===== src/rtl/pager_packet_map.vh =====
`ifndef PAGER_PACKET_MAP_VH
`define PAGER_PACKET_MAP_VH
// Packet identifiers (top byte)
`define STATUS_TOP_BYTE 8'h7F
`define IDENT_TOP_BYTE 8'hFF
// Frame word positions that may carry a message word
`define MSG_INDEX_MIN 7'h03
`define MSG_INDEX_MAX 7'h57
// Error bit of a vector packet
`define VEC_ERROR_BIT 23
// Minute timebase
`define MINUTE_SECONDS 36'd60
`define CORE_CLK_MHZ 36'd250
`define HZ_PER_MHZ 36'd1000000
// Serial word length
`define PACKET_BITS 6'h20
// Transmit buffer defaults
`define TXQ_DEPTH_DEFAULT 8
`define TXQ_ADDR_DEFAULT 3
`endif


===== src/rtl/packet_shift_out.v =====
`include "pager_packet_map.vh"

module packet_shift_out
(
  // Clock and reset
  input wire core_clk,
  input wire rst,
  // Synchronised serial link levels
  input wire sck_level,
  input wire select_n_level,
  // Word to send, taken at select
  input wire [31:0] load_word,
  // Link outputs
  output reg miso_q,
  output wire miso_oe,
  // Events
  output wire word_start,
  output wire word_done
);

reg sck_prev_q;
reg select_prev_q;
reg [31:0] shift_q;
reg [5:0] bit_count_q;

wire sck_rise;
wire sck_fall;

// Edge detection on the already synchronised levels
assign sck_rise = sck_level & ~sck_prev_q & ~select_n_level;
assign sck_fall = ~sck_level & sck_prev_q & ~select_n_level;
assign word_start = select_prev_q & ~select_n_level;
assign word_done = sck_rise & (bit_count_q == `PACKET_BITS - 6'h01);
assign miso_oe = ~select_n_level; // Released between words so other slaves may share the line

// Mode 0: MSB first, host samples on rising edge, next bit driven on falling edge
always @(posedge core_clk)
begin
  if (rst)
  begin
    sck_prev_q <= 1'b0;
    select_prev_q <= 1'b1;
    shift_q <= 32'h00000000;
    bit_count_q <= 6'h00;
    miso_q <= 1'b0;
  end
  else
  begin
    sck_prev_q <= sck_level;
    select_prev_q <= select_n_level;
    if (word_start)
    begin
      shift_q <= {load_word[30:0], 1'b0};
      miso_q <= load_word[31];
      bit_count_q <= 6'h00;
    end
    else
    begin
      if (sck_rise)
        bit_count_q <= bit_count_q + 6'h01;
      if (sck_fall)
      begin
        miso_q <= shift_q[31];
        shift_q <= {shift_q[30:0], 1'b0};
      end
    end
  end
end

endmodule


===== src/rtl/pager_host_packet_status.v =====
`include "pager_packet_map.vh"

module pager_host_packet_status
#(
  parameter TXQ_DEPTH = `TXQ_DEPTH_DEFAULT,
  parameter TXQ_ADDR = `TXQ_ADDR_DEFAULT,
  parameter [35:0] MINUTE_CYCLES = `MINUTE_SECONDS * `CORE_CLK_MHZ * `HZ_PER_MHZ,
  parameter [1:0] MODEL_VALUE = 2'h2, // Arbitrary value
  parameter [13:0] COMPAT_VALUE = 14'h0ABC, // Arbitrary value
  parameter [7:0] REVISION_VALUE = 8'h5A // Arbitrary value
)
(
  // Clock and reset
  input wire core_clk,
  input wire rst,
  // Serial link pins from the host
  input wire spi_sck,
  input wire spi_cs_n,
  output wire spi_miso,
  output wire spi_miso_oe,
  output reg read_prompt_q,
  // Vector packets from the decoder
  input wire vec_valid,
  input wire [31:0] vec_packet,
  input wire vec_has_msgs,
  // Message words from the decoder
  input wire msg_valid,
  input wire [6:0] word_index,
  input wire [20:0] msg_info,
  input wire msg_errors_gt2,
  // Frame and sync events
  input wire sync_gained,
  input wire sync_lost,
  input wire search_window_expired,
  input wire frame_info_good,
  input wire block0_end,
  input wire [6:0] frame_number_in,
  input wire [3:0] cycle_number_in,
  // Low supply detector
  input wire low_supply_input,
  input wire supply_sample_strobe,
  // Control and configuration
  input wire checksum_pass,
  input wire turn_on_req,
  input wire turn_off_req,
  input wire sync_prompt_enable,
  input wire minute_prompt_enable,
  input wire supply_polarity_select,
  output reg decoding_on_q,
  output reg enabled_q
);

localparam SRC_IDENT = 2'h0;
localparam SRC_QUEUE = 2'h1;
localparam SRC_STATUS = 2'h2;

// Message index window check, used by the message push path only, not by the message gate
function index_in_range;
  input [6:0] idx;
  begin
    index_in_range = (idx >= `MSG_INDEX_MIN) && (idx <= `MSG_INDEX_MAX);
  end
endfunction

// Pin synchronisers; first stage read only by second stage
reg sck_meta_q;
reg sck_sync_q;
reg cs_meta_q;
reg cs_sync_q;
reg supply_meta_q;
reg supply_sync_q;

always @(posedge core_clk)
begin
  if (rst)
  begin
    sck_meta_q <= 1'b0;
    sck_sync_q <= 1'b0;
    cs_meta_q <= 1'b1;
    cs_sync_q <= 1'b1;
    supply_meta_q <= 1'b0;
    supply_sync_q <= 1'b0;
  end
  else
  begin
    sck_meta_q <= spi_sck;
    sck_sync_q <= sck_meta_q;
    cs_meta_q <= spi_cs_n;
    cs_sync_q <= cs_meta_q;
    supply_meta_q <= low_supply_input;
    supply_sync_q <= supply_meta_q;
  end
end

// Status state
reg frame_info_valid;
reg fi_seen_q;
reg [6:0] frame_number_q;
reg [3:0] cycle_number_q;
reg sync_mode_flag;
reg low_supply_level;
reg prev_sample_q;
reg have_sample_q;
reg sync_change_flag;
reg first_sync_done_q;
reg supply_change_flag;
reg minute_tick_flag;
reg overflow_flag;
reg [35:0] minute_count_q;
reg msg_gate_q;

// Transmit buffer
reg [31:0] txq_mem [0:TXQ_DEPTH-1];
reg [TXQ_ADDR-1:0] txq_wr_q;
reg [TXQ_ADDR-1:0] txq_rd_q;
reg [TXQ_ADDR:0] txq_count_q;

// Word in flight
reg [1:0] source_q;
reg [3:0] sent_flags_q;

wire word_start;
wire word_done;
wire minute_event;
wire turn_on_ok;
wire turn_off;
wire txq_empty;
wire txq_full;
wire push_vec;
wire push_msg;
wire push;
wire overflow;
wire pop;
wire status_read;
wire [31:0] push_word;
wire [31:0] status_word;
wire [31:0] ident_word;
reg [31:0] load_word;
reg [1:0] source_d;

// Packet assembly
assign status_word = {`STATUS_TOP_BYTE,
                      frame_info_valid, frame_number_q,
                      sync_mode_flag, low_supply_level, 2'b00, cycle_number_q,
                      sync_change_flag, supply_change_flag, 1'b0, minute_tick_flag,
                      3'b000, overflow_flag};
assign ident_word = {`IDENT_TOP_BYTE, MODEL_VALUE, COMPAT_VALUE, REVISION_VALUE};

// Message packets only follow an error-free vector announcing words
assign push_vec = vec_valid & decoding_on_q;
assign push_msg = msg_valid & decoding_on_q & msg_gate_q & index_in_range(word_index) & ~vec_valid;
assign push = push_vec | push_msg;
assign push_word = vec_valid ? vec_packet : {1'b0, word_index, msg_errors_gt2, 2'b00, msg_info};

assign txq_empty = (txq_count_q == {(TXQ_ADDR+1){1'b0}});
assign txq_full = (txq_count_q == TXQ_DEPTH[TXQ_ADDR:0]);
assign overflow = push & txq_full & ~pop;
assign pop = word_done & (source_q == SRC_QUEUE) & ~txq_empty;
assign status_read = word_done & (source_q == SRC_STATUS);

assign turn_on_ok = turn_on_req & enabled_q & ~decoding_on_q;
assign turn_off = decoding_on_q & (turn_off_req | overflow);
assign minute_event = (minute_count_q == MINUTE_CYCLES - 36'h000000001);

// Choose the packet at the start of each host read
always @*
begin
  if (!enabled_q)
  begin
    source_d = SRC_IDENT;
    load_word = ident_word;
  end
  else if (!txq_empty)
  begin
    source_d = SRC_QUEUE;
    load_word = txq_mem[txq_rd_q];
  end
  else
  begin
    source_d = SRC_STATUS;
    load_word = status_word;
  end
end

// Serial shifter
packet_shift_out u_shift
(
  .core_clk(core_clk),
  .rst(rst),
  .sck_level(sck_sync_q),
  .select_n_level(cs_sync_q),
  .load_word(load_word),
  .miso_q(spi_miso),
  .miso_oe(spi_miso_oe),
  .word_start(word_start),
  .word_done(word_done)
);

// Track which kind of word is on the line and which flags it showed
always @(posedge core_clk)
begin
  if (rst)
  begin
    source_q <= SRC_IDENT;
    sent_flags_q <= 4'h0;
  end
  else if (word_start)
  begin
    source_q <= source_d;
    sent_flags_q <= {sync_change_flag, supply_change_flag, minute_tick_flag, overflow_flag};
  end
end

// Transmit buffer; overflow empties it rather than dropping silently
always @(posedge core_clk)
begin
  if (rst)
  begin
    txq_wr_q <= {TXQ_ADDR{1'b0}};
    txq_rd_q <= {TXQ_ADDR{1'b0}};
    txq_count_q <= {(TXQ_ADDR+1){1'b0}};
  end
  else if (overflow || turn_off_req)
  begin
    txq_wr_q <= {TXQ_ADDR{1'b0}};
    txq_rd_q <= {TXQ_ADDR{1'b0}};
    txq_count_q <= {(TXQ_ADDR+1){1'b0}};
  end
  else
  begin
    if (push)
    begin
      txq_mem[txq_wr_q] <= push_word;
      txq_wr_q <= (txq_wr_q == TXQ_DEPTH[TXQ_ADDR-1:0] - 1'b1) ? {TXQ_ADDR{1'b0}} : txq_wr_q + 1'b1;
    end
    if (pop)
      txq_rd_q <= (txq_rd_q == TXQ_DEPTH[TXQ_ADDR-1:0] - 1'b1) ? {TXQ_ADDR{1'b0}} : txq_rd_q + 1'b1;
    if (push && !pop)
      txq_count_q <= txq_count_q + 1'b1;
    else if (pop && !push)
      txq_count_q <= txq_count_q - 1'b1;
  end
end

// Decoder enable and on/off control
always @(posedge core_clk)
begin
  if (rst)
  begin
    enabled_q <= 1'b0;
    decoding_on_q <= 1'b0;
  end
  else
  begin
    if (checksum_pass)
      enabled_q <= 1'b1;
    if (turn_off)
      decoding_on_q <= 1'b0;
    else if (turn_on_ok)
      decoding_on_q <= 1'b1;
  end
end

// Message gate opens on a good vector that has words, closes each frame
always @(posedge core_clk)
begin
  if (rst)
    msg_gate_q <= 1'b0;
  else if (vec_valid)
    msg_gate_q <= ~vec_packet[`VEC_ERROR_BIT] & vec_has_msgs;
  else if (block0_end || turn_off)
    msg_gate_q <= 1'b0;
end

// Frame info and counters
always @(posedge core_clk)
begin
  if (rst)
  begin
    frame_info_valid <= 1'b0;
    fi_seen_q <= 1'b0;
    frame_number_q <= 7'h00;
    cycle_number_q <= 4'h0;
  end
  else if (turn_off || sync_lost)
  begin
    frame_info_valid <= 1'b0;
    fi_seen_q <= 1'b0;
  end
  else
  begin
    if (frame_info_good && sync_mode_flag)
      fi_seen_q <= 1'b1;
    if (block0_end)
    begin
      frame_number_q <= frame_number_in;
      cycle_number_q <= cycle_number_in;
      if (fi_seen_q || frame_info_good)
        frame_info_valid <= 1'b1;
    end
  end
end

// Sync mode and its change flag; set beats clear-on-read
always @(posedge core_clk)
begin
  if (rst)
  begin
    sync_mode_flag <= 1'b0;
    sync_change_flag <= 1'b0;
    first_sync_done_q <= 1'b0;
  end
  else
  begin
    if (turn_off)
    begin
      sync_mode_flag <= 1'b0;
      first_sync_done_q <= 1'b0;
    end
    else if (turn_on_ok)
      first_sync_done_q <= 1'b0;
    else if (decoding_on_q)
    begin
      if (sync_gained)
        sync_mode_flag <= 1'b1;
      else if (sync_lost)
        sync_mode_flag <= 1'b0;
      if (sync_gained || (search_window_expired && !first_sync_done_q))
        first_sync_done_q <= 1'b1;
    end
    if (decoding_on_q && !turn_off &&
        ((!first_sync_done_q && (sync_gained || search_window_expired)) ||
         (first_sync_done_q && ((sync_gained && !sync_mode_flag) || (sync_lost && sync_mode_flag)))))
      sync_change_flag <= 1'b1;
    else if (status_read && sent_flags_q[3])
      sync_change_flag <= 1'b0;
  end
end

// Low supply sampling
always @(posedge core_clk)
begin
  if (rst)
  begin
    low_supply_level <= 1'b0;
    prev_sample_q <= 1'b0;
    have_sample_q <= 1'b0;
    supply_change_flag <= 1'b0;
  end
  else
  begin
    if (supply_sample_strobe)
    begin
      low_supply_level <= supply_sync_q;
      prev_sample_q <= supply_sync_q;
      have_sample_q <= 1'b1;
    end
    else if (turn_on_ok)
      low_supply_level <= ~supply_polarity_select;
    // Compare real samples only, so turn-on loading never raises it
    if (supply_sample_strobe && have_sample_q && (supply_sync_q != prev_sample_q))
      supply_change_flag <= 1'b1;
    else if (status_read && sent_flags_q[2])
      supply_change_flag <= 1'b0;
  end
end

// Minute timebase runs from reset, independent of decoding
always @(posedge core_clk)
begin
  if (rst)
  begin
    minute_count_q <= 36'h000000000;
    minute_tick_flag <= 1'b0;
  end
  else
  begin
    minute_count_q <= minute_event ? 36'h000000000 : minute_count_q + 36'h000000001;
    if (minute_event)
      minute_tick_flag <= 1'b1;
    else if (status_read && sent_flags_q[1])
      minute_tick_flag <= 1'b0;
  end
end

// Overflow flag
always @(posedge core_clk)
begin
  if (rst)
    overflow_flag <= 1'b0;
  else if (overflow)
    overflow_flag <= 1'b1;
  else if (status_read && sent_flags_q[0])
    overflow_flag <= 1'b0;
end

// Host prompt, registered to keep the pin glitch free
always @(posedge core_clk)
begin
  if (rst)
    read_prompt_q <= 1'b0;
  else
    read_prompt_q <= (sync_change_flag & sync_prompt_enable) | (minute_tick_flag & minute_prompt_enable) |
                     supply_change_flag | overflow_flag;
end

endmodule


===== config.mk =====
export PLATFORM = sky130hd
export DESIGN_NAME = pager_host_packet_status
export DESIGN_NICKNAME = d
export VERILOG_FILES = /design/src/rtl/packet_shift_out.v /design/src/rtl/pager_host_packet_status.v
export VERILOG_INCLUDE_DIRS = /design/src /design/src/rtl
export SDC_FILE = /design/constraint.sdc
export NUM_CORES = 1
export LEC_CHECK = 0
export BUFFER_PORTS_ARGS = -buffer_cell sky130_fd_sc_hd__buf_2
export CAP_MARGIN = 20
export CORE_MARGIN = 2
export CORE_UTILIZATION = 35
export DETAILED_ROUTE_END_ITERATION = 10
export HOLD_SLACK_MARGIN = 0.05
export SYNTH_ARGS = -nofsm -noshare
export SYNTH_HDL_FRONTEND = slang
export SYNTH_SLANG_ARGS = --single-unit

===== constraint.sdc =====
create_clock -name core_clk -period 12.8 [get_ports core_clk]
set_input_delay 0.64 -clock core_clk [delete_from_list [all_inputs] [get_ports core_clk]]
set_output_delay 0.64 -clock core_clk [all_outputs]
set_load 0.02 [all_outputs]

# Word-level counts from Yosys, hierarchy flattened
# Memories as Yosys holds them, arrays and structs flattened. A register that Yosys moved wholly into a read port is not among the register bits.
# Cells that the tools add are included.
# classes
addsub,6
n_lt_le_gt_ge,2
n_eq_ne,8
n_mux,33
n_bitwise,38
reduce_logical,50
# ops
op,n
two-way mux 32 bit,5
"adder 36 x 1 -> 36 bit, second input constant",1
"== test 36 x 34 -> 1 bit, second input constant",1
bitwise AND 1 bit,22
two-way mux 1 bit,20
nonzero test 2 bit,9
logical AND 1 bit,17
two-way mux 3 bit,4
inverter 1 bit,11
OR reduction 2 bit,5
logical OR 1 bit,8
two-way mux 4 bit,2
">= comparator 7 x 2 -> 1 bit, second input constant",1
"<= comparator 7 bit, second input constant",1
"adder 3 x 1 -> 3 bit, second input constant",2
"adder 6 x 1 -> 6 bit, second input constant",1
"== test 3 bit, second input constant",2
"== test 6 x 5 -> 1 bit, second input constant",1
AND reduction 2 bit,3
zero test 1 bit,5
bitwise OR 1 bit,5
"adder 4 x 1 -> 4 bit, second input constant",1
"== test 4 bit, second input constant",1
zero test 4 bit,1
other kinds (7),8
# totals
ff_bits,124
ramBits,256
inputBits,92
out_inout_bits,5
wordCells,172
mem_count,1
# memory_table
name,words,width,rd,rd_ports_with_merged_regs,write_ports,line_no,source
txq_mem,8,32,1,1,1,pager_host_packet_status.v:113,reg [31:0] txq_mem [0:TXQ_DEPTH-1];

# Logic depth before layout (Yosys ltp)
# depth
word_depth,14
ltp_mapped,13

# By module
# Synthesis repeated with hierarchy kept, for this count alone.
# unflattened
hier_cells,1148
hier_area_um2,16019.1
# by_module_without_submodules
mod,instances,cells_each,area_each_um2
pager_host_packet_status,1,927,14198.6
packet_shift_out,1,221,1820.5

# Least setup slack after synthesis
# OpenSTA, ideal clock, no wires.
# synth_path
path_type,in2reg
from,in vec_valid
to,mem txq_mem[4][0] (enable)
arrival_ns,3.962
slack_ns,8.377
stages,6
path_buffers,1
path_cell_list,clkbuf_1 -> a21oi_1 -> a211oi_1 -> and3b_1 -> nand3_1 -> nor3_1
# synth_via
elab_chain_cells,9
# synth_lines
element,line_no,source
"start, declared",pager_host_packet_status.v:23,"input wire vec_valid,"
inverter 1 bit,pager_host_packet_status.v:151,assign push_msg = msg_valid & decoding_on_q & msg_gate_q & index_in_range(word_index) & ~vec_valid;
bitwise AND 1 bit,pager_host_packet_status.v:151,
bitwise OR 1 bit *,pager_host_packet_status.v:152,assign push = push_vec | push_msg;
bitwise AND 1 bit (2 in a row),pager_host_packet_status.v:157,assign overflow = push & txq_full & ~pop;
logical OR 1 bit,pager_host_packet_status.v:223,else if (overflow || turn_off_req)
two-way mux 1 bit *,pager_host_packet_status.v:223,
two-way mux 1 bit *,pager_host_packet_status.v:217,if (rst)
two-way mux 1 bit (implied by the code) *,pager_host_packet_status.v:233,txq_mem[txq_wr_q] <= push_word;
"end, declared",pager_host_packet_status.v:113,
# Every way passes the cells marked *; elsewhere a longest branch is shown, timed or not.

# Worst setup path in the final report
# layout_path
from,in vec_valid
to,reg txq_count_q[3]
# layout_via
elab_chain_cells,7
# layout_lines
element,line_no,source
inverter 1 bit,pager_host_packet_status.v:151,
bitwise AND 1 bit,pager_host_packet_status.v:151,
bitwise OR 1 bit *,pager_host_packet_status.v:152,
named net push,pager_host_packet_status.v:131,wire push;
bitwise AND 1 bit (2 in a row),pager_host_packet_status.v:157,
logical OR 1 bit,pager_host_packet_status.v:223,
OR reduction 2 bit (no line),n/a,
"end signal, assigned",pager_host_packet_status.v:221,txq_count_q <= {(TXQ_ADDR+1){1'b0}};
"end signal, assigned",pager_host_packet_status.v:227,txq_count_q <= {(TXQ_ADDR+1){1'b0}};
"end signal, assigned",pager_host_packet_status.v:239,txq_count_q <= txq_count_q + 1'b1;
"end, declared",pager_host_packet_status.v:116,reg [TXQ_ADDR:0] txq_count_q;
# The timed path passes the listed nets; every way through them passes the cells marked *.
# A chain may end at the register's enable or synchronous reset.

==> impl_metrics.json <==
{
  "worst_slack_ns": 9.49,
  "via_count": 9203,
  "clkPwrFrac_pct": 46.6,
  "grt_usage_pct": 14.7,
  "layout_commonest_cell": "edfxtp_1",
  "ioPinCount": 97,
  "crit_path_start": "vec_valid",
  "clock-sinks": 383,
  "timing.rr.start": "sck_sync_q",
  "maxCapViolCount": 0,
  "p_sw_mw": 0.535,
  "place_congestion": 0.771,
  "r2r-end": "txq_count_q[3]",
  "critPathKind": "input port to flip-flop",
  "post-route-min-period_ns": 3.31,
  "synth_enable_flop_cells": 256,
  "drive_gt1_share_pct": 24.1,
  "holdPathStages": 2,
  "numCtsBuffers": 40,
  "p_int_mw": 2.14,
  "die-area_mm2": 0.0459,
  "fin_crit_sh_pct": 25.8,
  "route.antenna.remaining_nets": 0,
  "required_ns": 13.25,
  "cts.repair.resized": 0,
  "cts_root_buf": "clkbuf_16",
  "powerDensity_mw_per_mm2": 147,
  "diodes": 0,
  "async_flop_share_pct": 0,
  "final_nets": 1285,
  "drtPass1Iterations": 5,
  "fin_tns_setup_ns": 0,
  "die_h_um": 214,
  "dp_hpwl_um": 21300,
  "synth-simple-area-share_pct": 9.54,
  "crit_slowest_cell": "a211oi_1",
  "grt_use_met2_pct": 23.0,
  "synth_compound_area_share_pct": 5.20,
  "clkTransAtPathRegs_ns": 0.06,
  "grt_pass1_vias": 9184,
  "cts_tree": "yes",
  "grt_pass1_wl_um": 52900,
  "holdWs_ns": 0.307,
  "setup_viol_count_final": 0,
  "path_max_fanout": 37,
  "synthesis.nets": 1182,
  "port_buffers": 96,
  "busiest_layer": "met2",
  "layout_common_cells": "256 x edfxtp_1, 124 x dfxtp_1, 96 x buf_2",
  "hold_path_class": "input port to flip-flop",
  "viasPerCell": 5.09,
  "synth_cell_type_count": 51,
  "ctsHtreeMaxLevel": 2,
  "relSlewSlack_pct": 34.1,
  "endpoint_kind": "flip-flop",
  "r2r_slack_ns": 9.57,
  "core_mm2": 0.0439,
  "p_seq_share_pct": 50.2,
  "met1_usage_pct": 20.9,
  "drc_errors": 0,
  "avgSynthCellArea_um2": 14.3,
  "clk_latency_ns": 0.56,
  "globalRouteMet3Util_pct": 2.67,
  "synth_area_mm2": 0.0155,
  "fmax_mhz": 302,
  "num_rows": 77,
  "grt_setup_unrepaired": "false",
  "dp_slack_ns": 8.76,
  "ys_ff_latch": 383,
  "initial_core_util_pct": 35.2,
  "tightest_slew_ns": 0.985,
  "holdPathEnd": "cs_meta_q",
  "crit_arrival_ns": 3.76,
  "antenna_found_initial": 0,
  "synth_fa_ha_area_share_pct": 0.857,
  "slew_viol_final": 0,
  "synthFlopType": "edfxtp_1",
  "areaGrowthSynthToFinish_pct": 17.5,
  "grt_max_degree": 77,
  "p_leak_nw": 5.94,
  "worstHoldStart": "spi_cs_n",
  "yosysWarnings": 0,
  "outcome": "complete, no violations",
  "seq_area_frac_synth_pct": 66.1,
  "die_w_um": 214,
  "wire_per_inst_um": 18.6,
  "cpPeakStageDelay_ns": 0.67,
  "postCtsSetupRepairBufs": 0,
  "drtIter0Drc": 733,
  "clock_path_buffers": 3,
  "ff2ff_path_depth": 10,
  "synth_top_family_by_area": "multiplexers",
  "startpoint_type": "input port",
  "drt_wl_total_um": 33700,
  "clock_skew_ns": 0.0380,
  "p_comb_share_pct": 3.2,
  "hold_viol": 0,
  "synth_xor_area_share_pct": 1.92,
  "path_cells": "buf_2, buf_4, a211oi_1, a211oi_1, nand2_1, inv_1, ha_1, inv_1, ha_1, a21o_1, a21oi_1, xnor2_1, or3_1, a21oi_1",
  "switching_share_pct": 20.0,
  "synthCells": 1080,
  "muxShareOfSynthArea_pct": 14.5,
  "cts_hold_buf": 0,
  "grt_overflow_total": 0,
  "irDropWorstVdd_uv": 82.3
}
==> registers in the layout, summed over array words and instances (netlist names), 2 cells and up, named ones only <==
register             cells
txq_mem                256
minute_count_q          36
u_shift.shift_q         31
frame_number_q           7
u_shift.bit_count_q      6
cycle_number_q           4
sent_flags_q             4
txq_count_q              4
txq_rd_q                 3
txq_wr_q                 3
source_q                 2
==> critical path, delay by kind of cell <==
| family | cells | cell delay, ns |
|---|---|---|
| compound gates | 5 | 1.43 |
| xor+xnor | 1 | 0.09 |
| fa+ha+maj | 2 | 0.47 |
| buf+inv | 4 | 0.54 |
| simple gates | 2 | 0.52 |
==> cell type report <==
class                      instances  area [µm²]
fill                            4086       25800
sequential                       383       10200
multi-input combinational        631        5020
clock buffer                      53        1100
tap                              592         741
timing repair buffer             115         701
clock inverter                    21         335
inverter                          12        45.0
==> worst max path at each step <==
stage | end | slack (ns) | depth (start not counted)
after floorplan | txq_mem[4][0] | 8.38 | 6
after global placement | txq_mem[2][17] | 8.89 | 7
after detailed placement | txq_mem[3][17] | 8.76 | 7
after CTS | txq_mem[3][19] | 9.32 | 7
after global routing | txq_count_q[3] | 9.29 | 14
final | txq_count_q[3] | 9.49 | 14
==> kinds of logic (layout without fill, tap and decap cells) <==
| logic type | count (synthesis) | in the layout |
|---|---|---|
| AO/OA/AOI/OAI | 126 | 126 |
| AND/OR/NAND/NOR | 310 | 310 |
| XOR/XNOR | 34 | 34 |
| multiplexers | 151 | 151 |
| flip-flops | 383 | 383 |
| adder cells (fa/ha/maj) | 10 | 10 |
| buffers and inverters | 66 | 201 |
==> power groups by stage <==
stage	combinational (mW)	clock, mW	sequential (mW)
after global routing	0.0951	1.32	1.34
after floorplan	0.0496	0	1.37
after global placement	0.0835	0	1.37
final	0.0851	1.25	1.34
after CTS	0.0862	1.27	1.34
after detailed placement	0.0857	0	1.37
==> layer usage <==
layer,share of wire [%],up-vias
met5,0,-
met4,2.3,0
met3,4.3,52
met2,46,204
met1,48,4637
li1,-,4310
==> through the flow <==
step / total power [mW] / cell area [µm²] / instances / util [%]
final: 2.67 / 18200 / 1807 / 41.4
after global routing: 2.75 / 18200 / 1807 / 41.4
after CTS: 2.70 / 18100 / 1805 / 41.3
after detailed placement: 1.45 / 16700 / 1731 / 38.0
after global placement: 1.45 / 16600 / 1728 / 37.8
after floorplan: 1.42 / 15500 / 1080 / -
==> Yosys cell counts (10+ instances only) <==
| cell | number | area [µm²] |
|---|---|---|
| dfxtp_1 | 127 | 2540 |
| nand4_1 | 10 | 62.6 |
| mux4_2 | 54 | 1220 |
| a21oi_1 | 45 | 225 |
| mux2_2 | 41 | 462 |
| nand3_1 | 28 | 140 |
| a31oi_1 | 11 | 68.8 |
| nor2b_1 | 11 | 68.8 |
| a211oi_1 | 11 | 82.6 |
| xnor2_1 | 20 | 175 |
| a221oi_1 | 16 | 140 |
| a22oi_1 | 13 | 97.6 |
| nor3_1 | 14 | 70.1 |
| edfxtp_1 | 256 | 7690 |
| nand2_1 | 90 | 338 |
| xor2_1 | 14 | 123 |
| clkbuf_1 | 32 | 120 |
| nor2_1 | 99 | 372 |
| inv_1 | 12 | 45.0 |
| o21ai_0 | 18 | 90.1 |
| mux2i_1 | 56 | 561 |
Note: power is estimated with default switching activity, not from simulation.
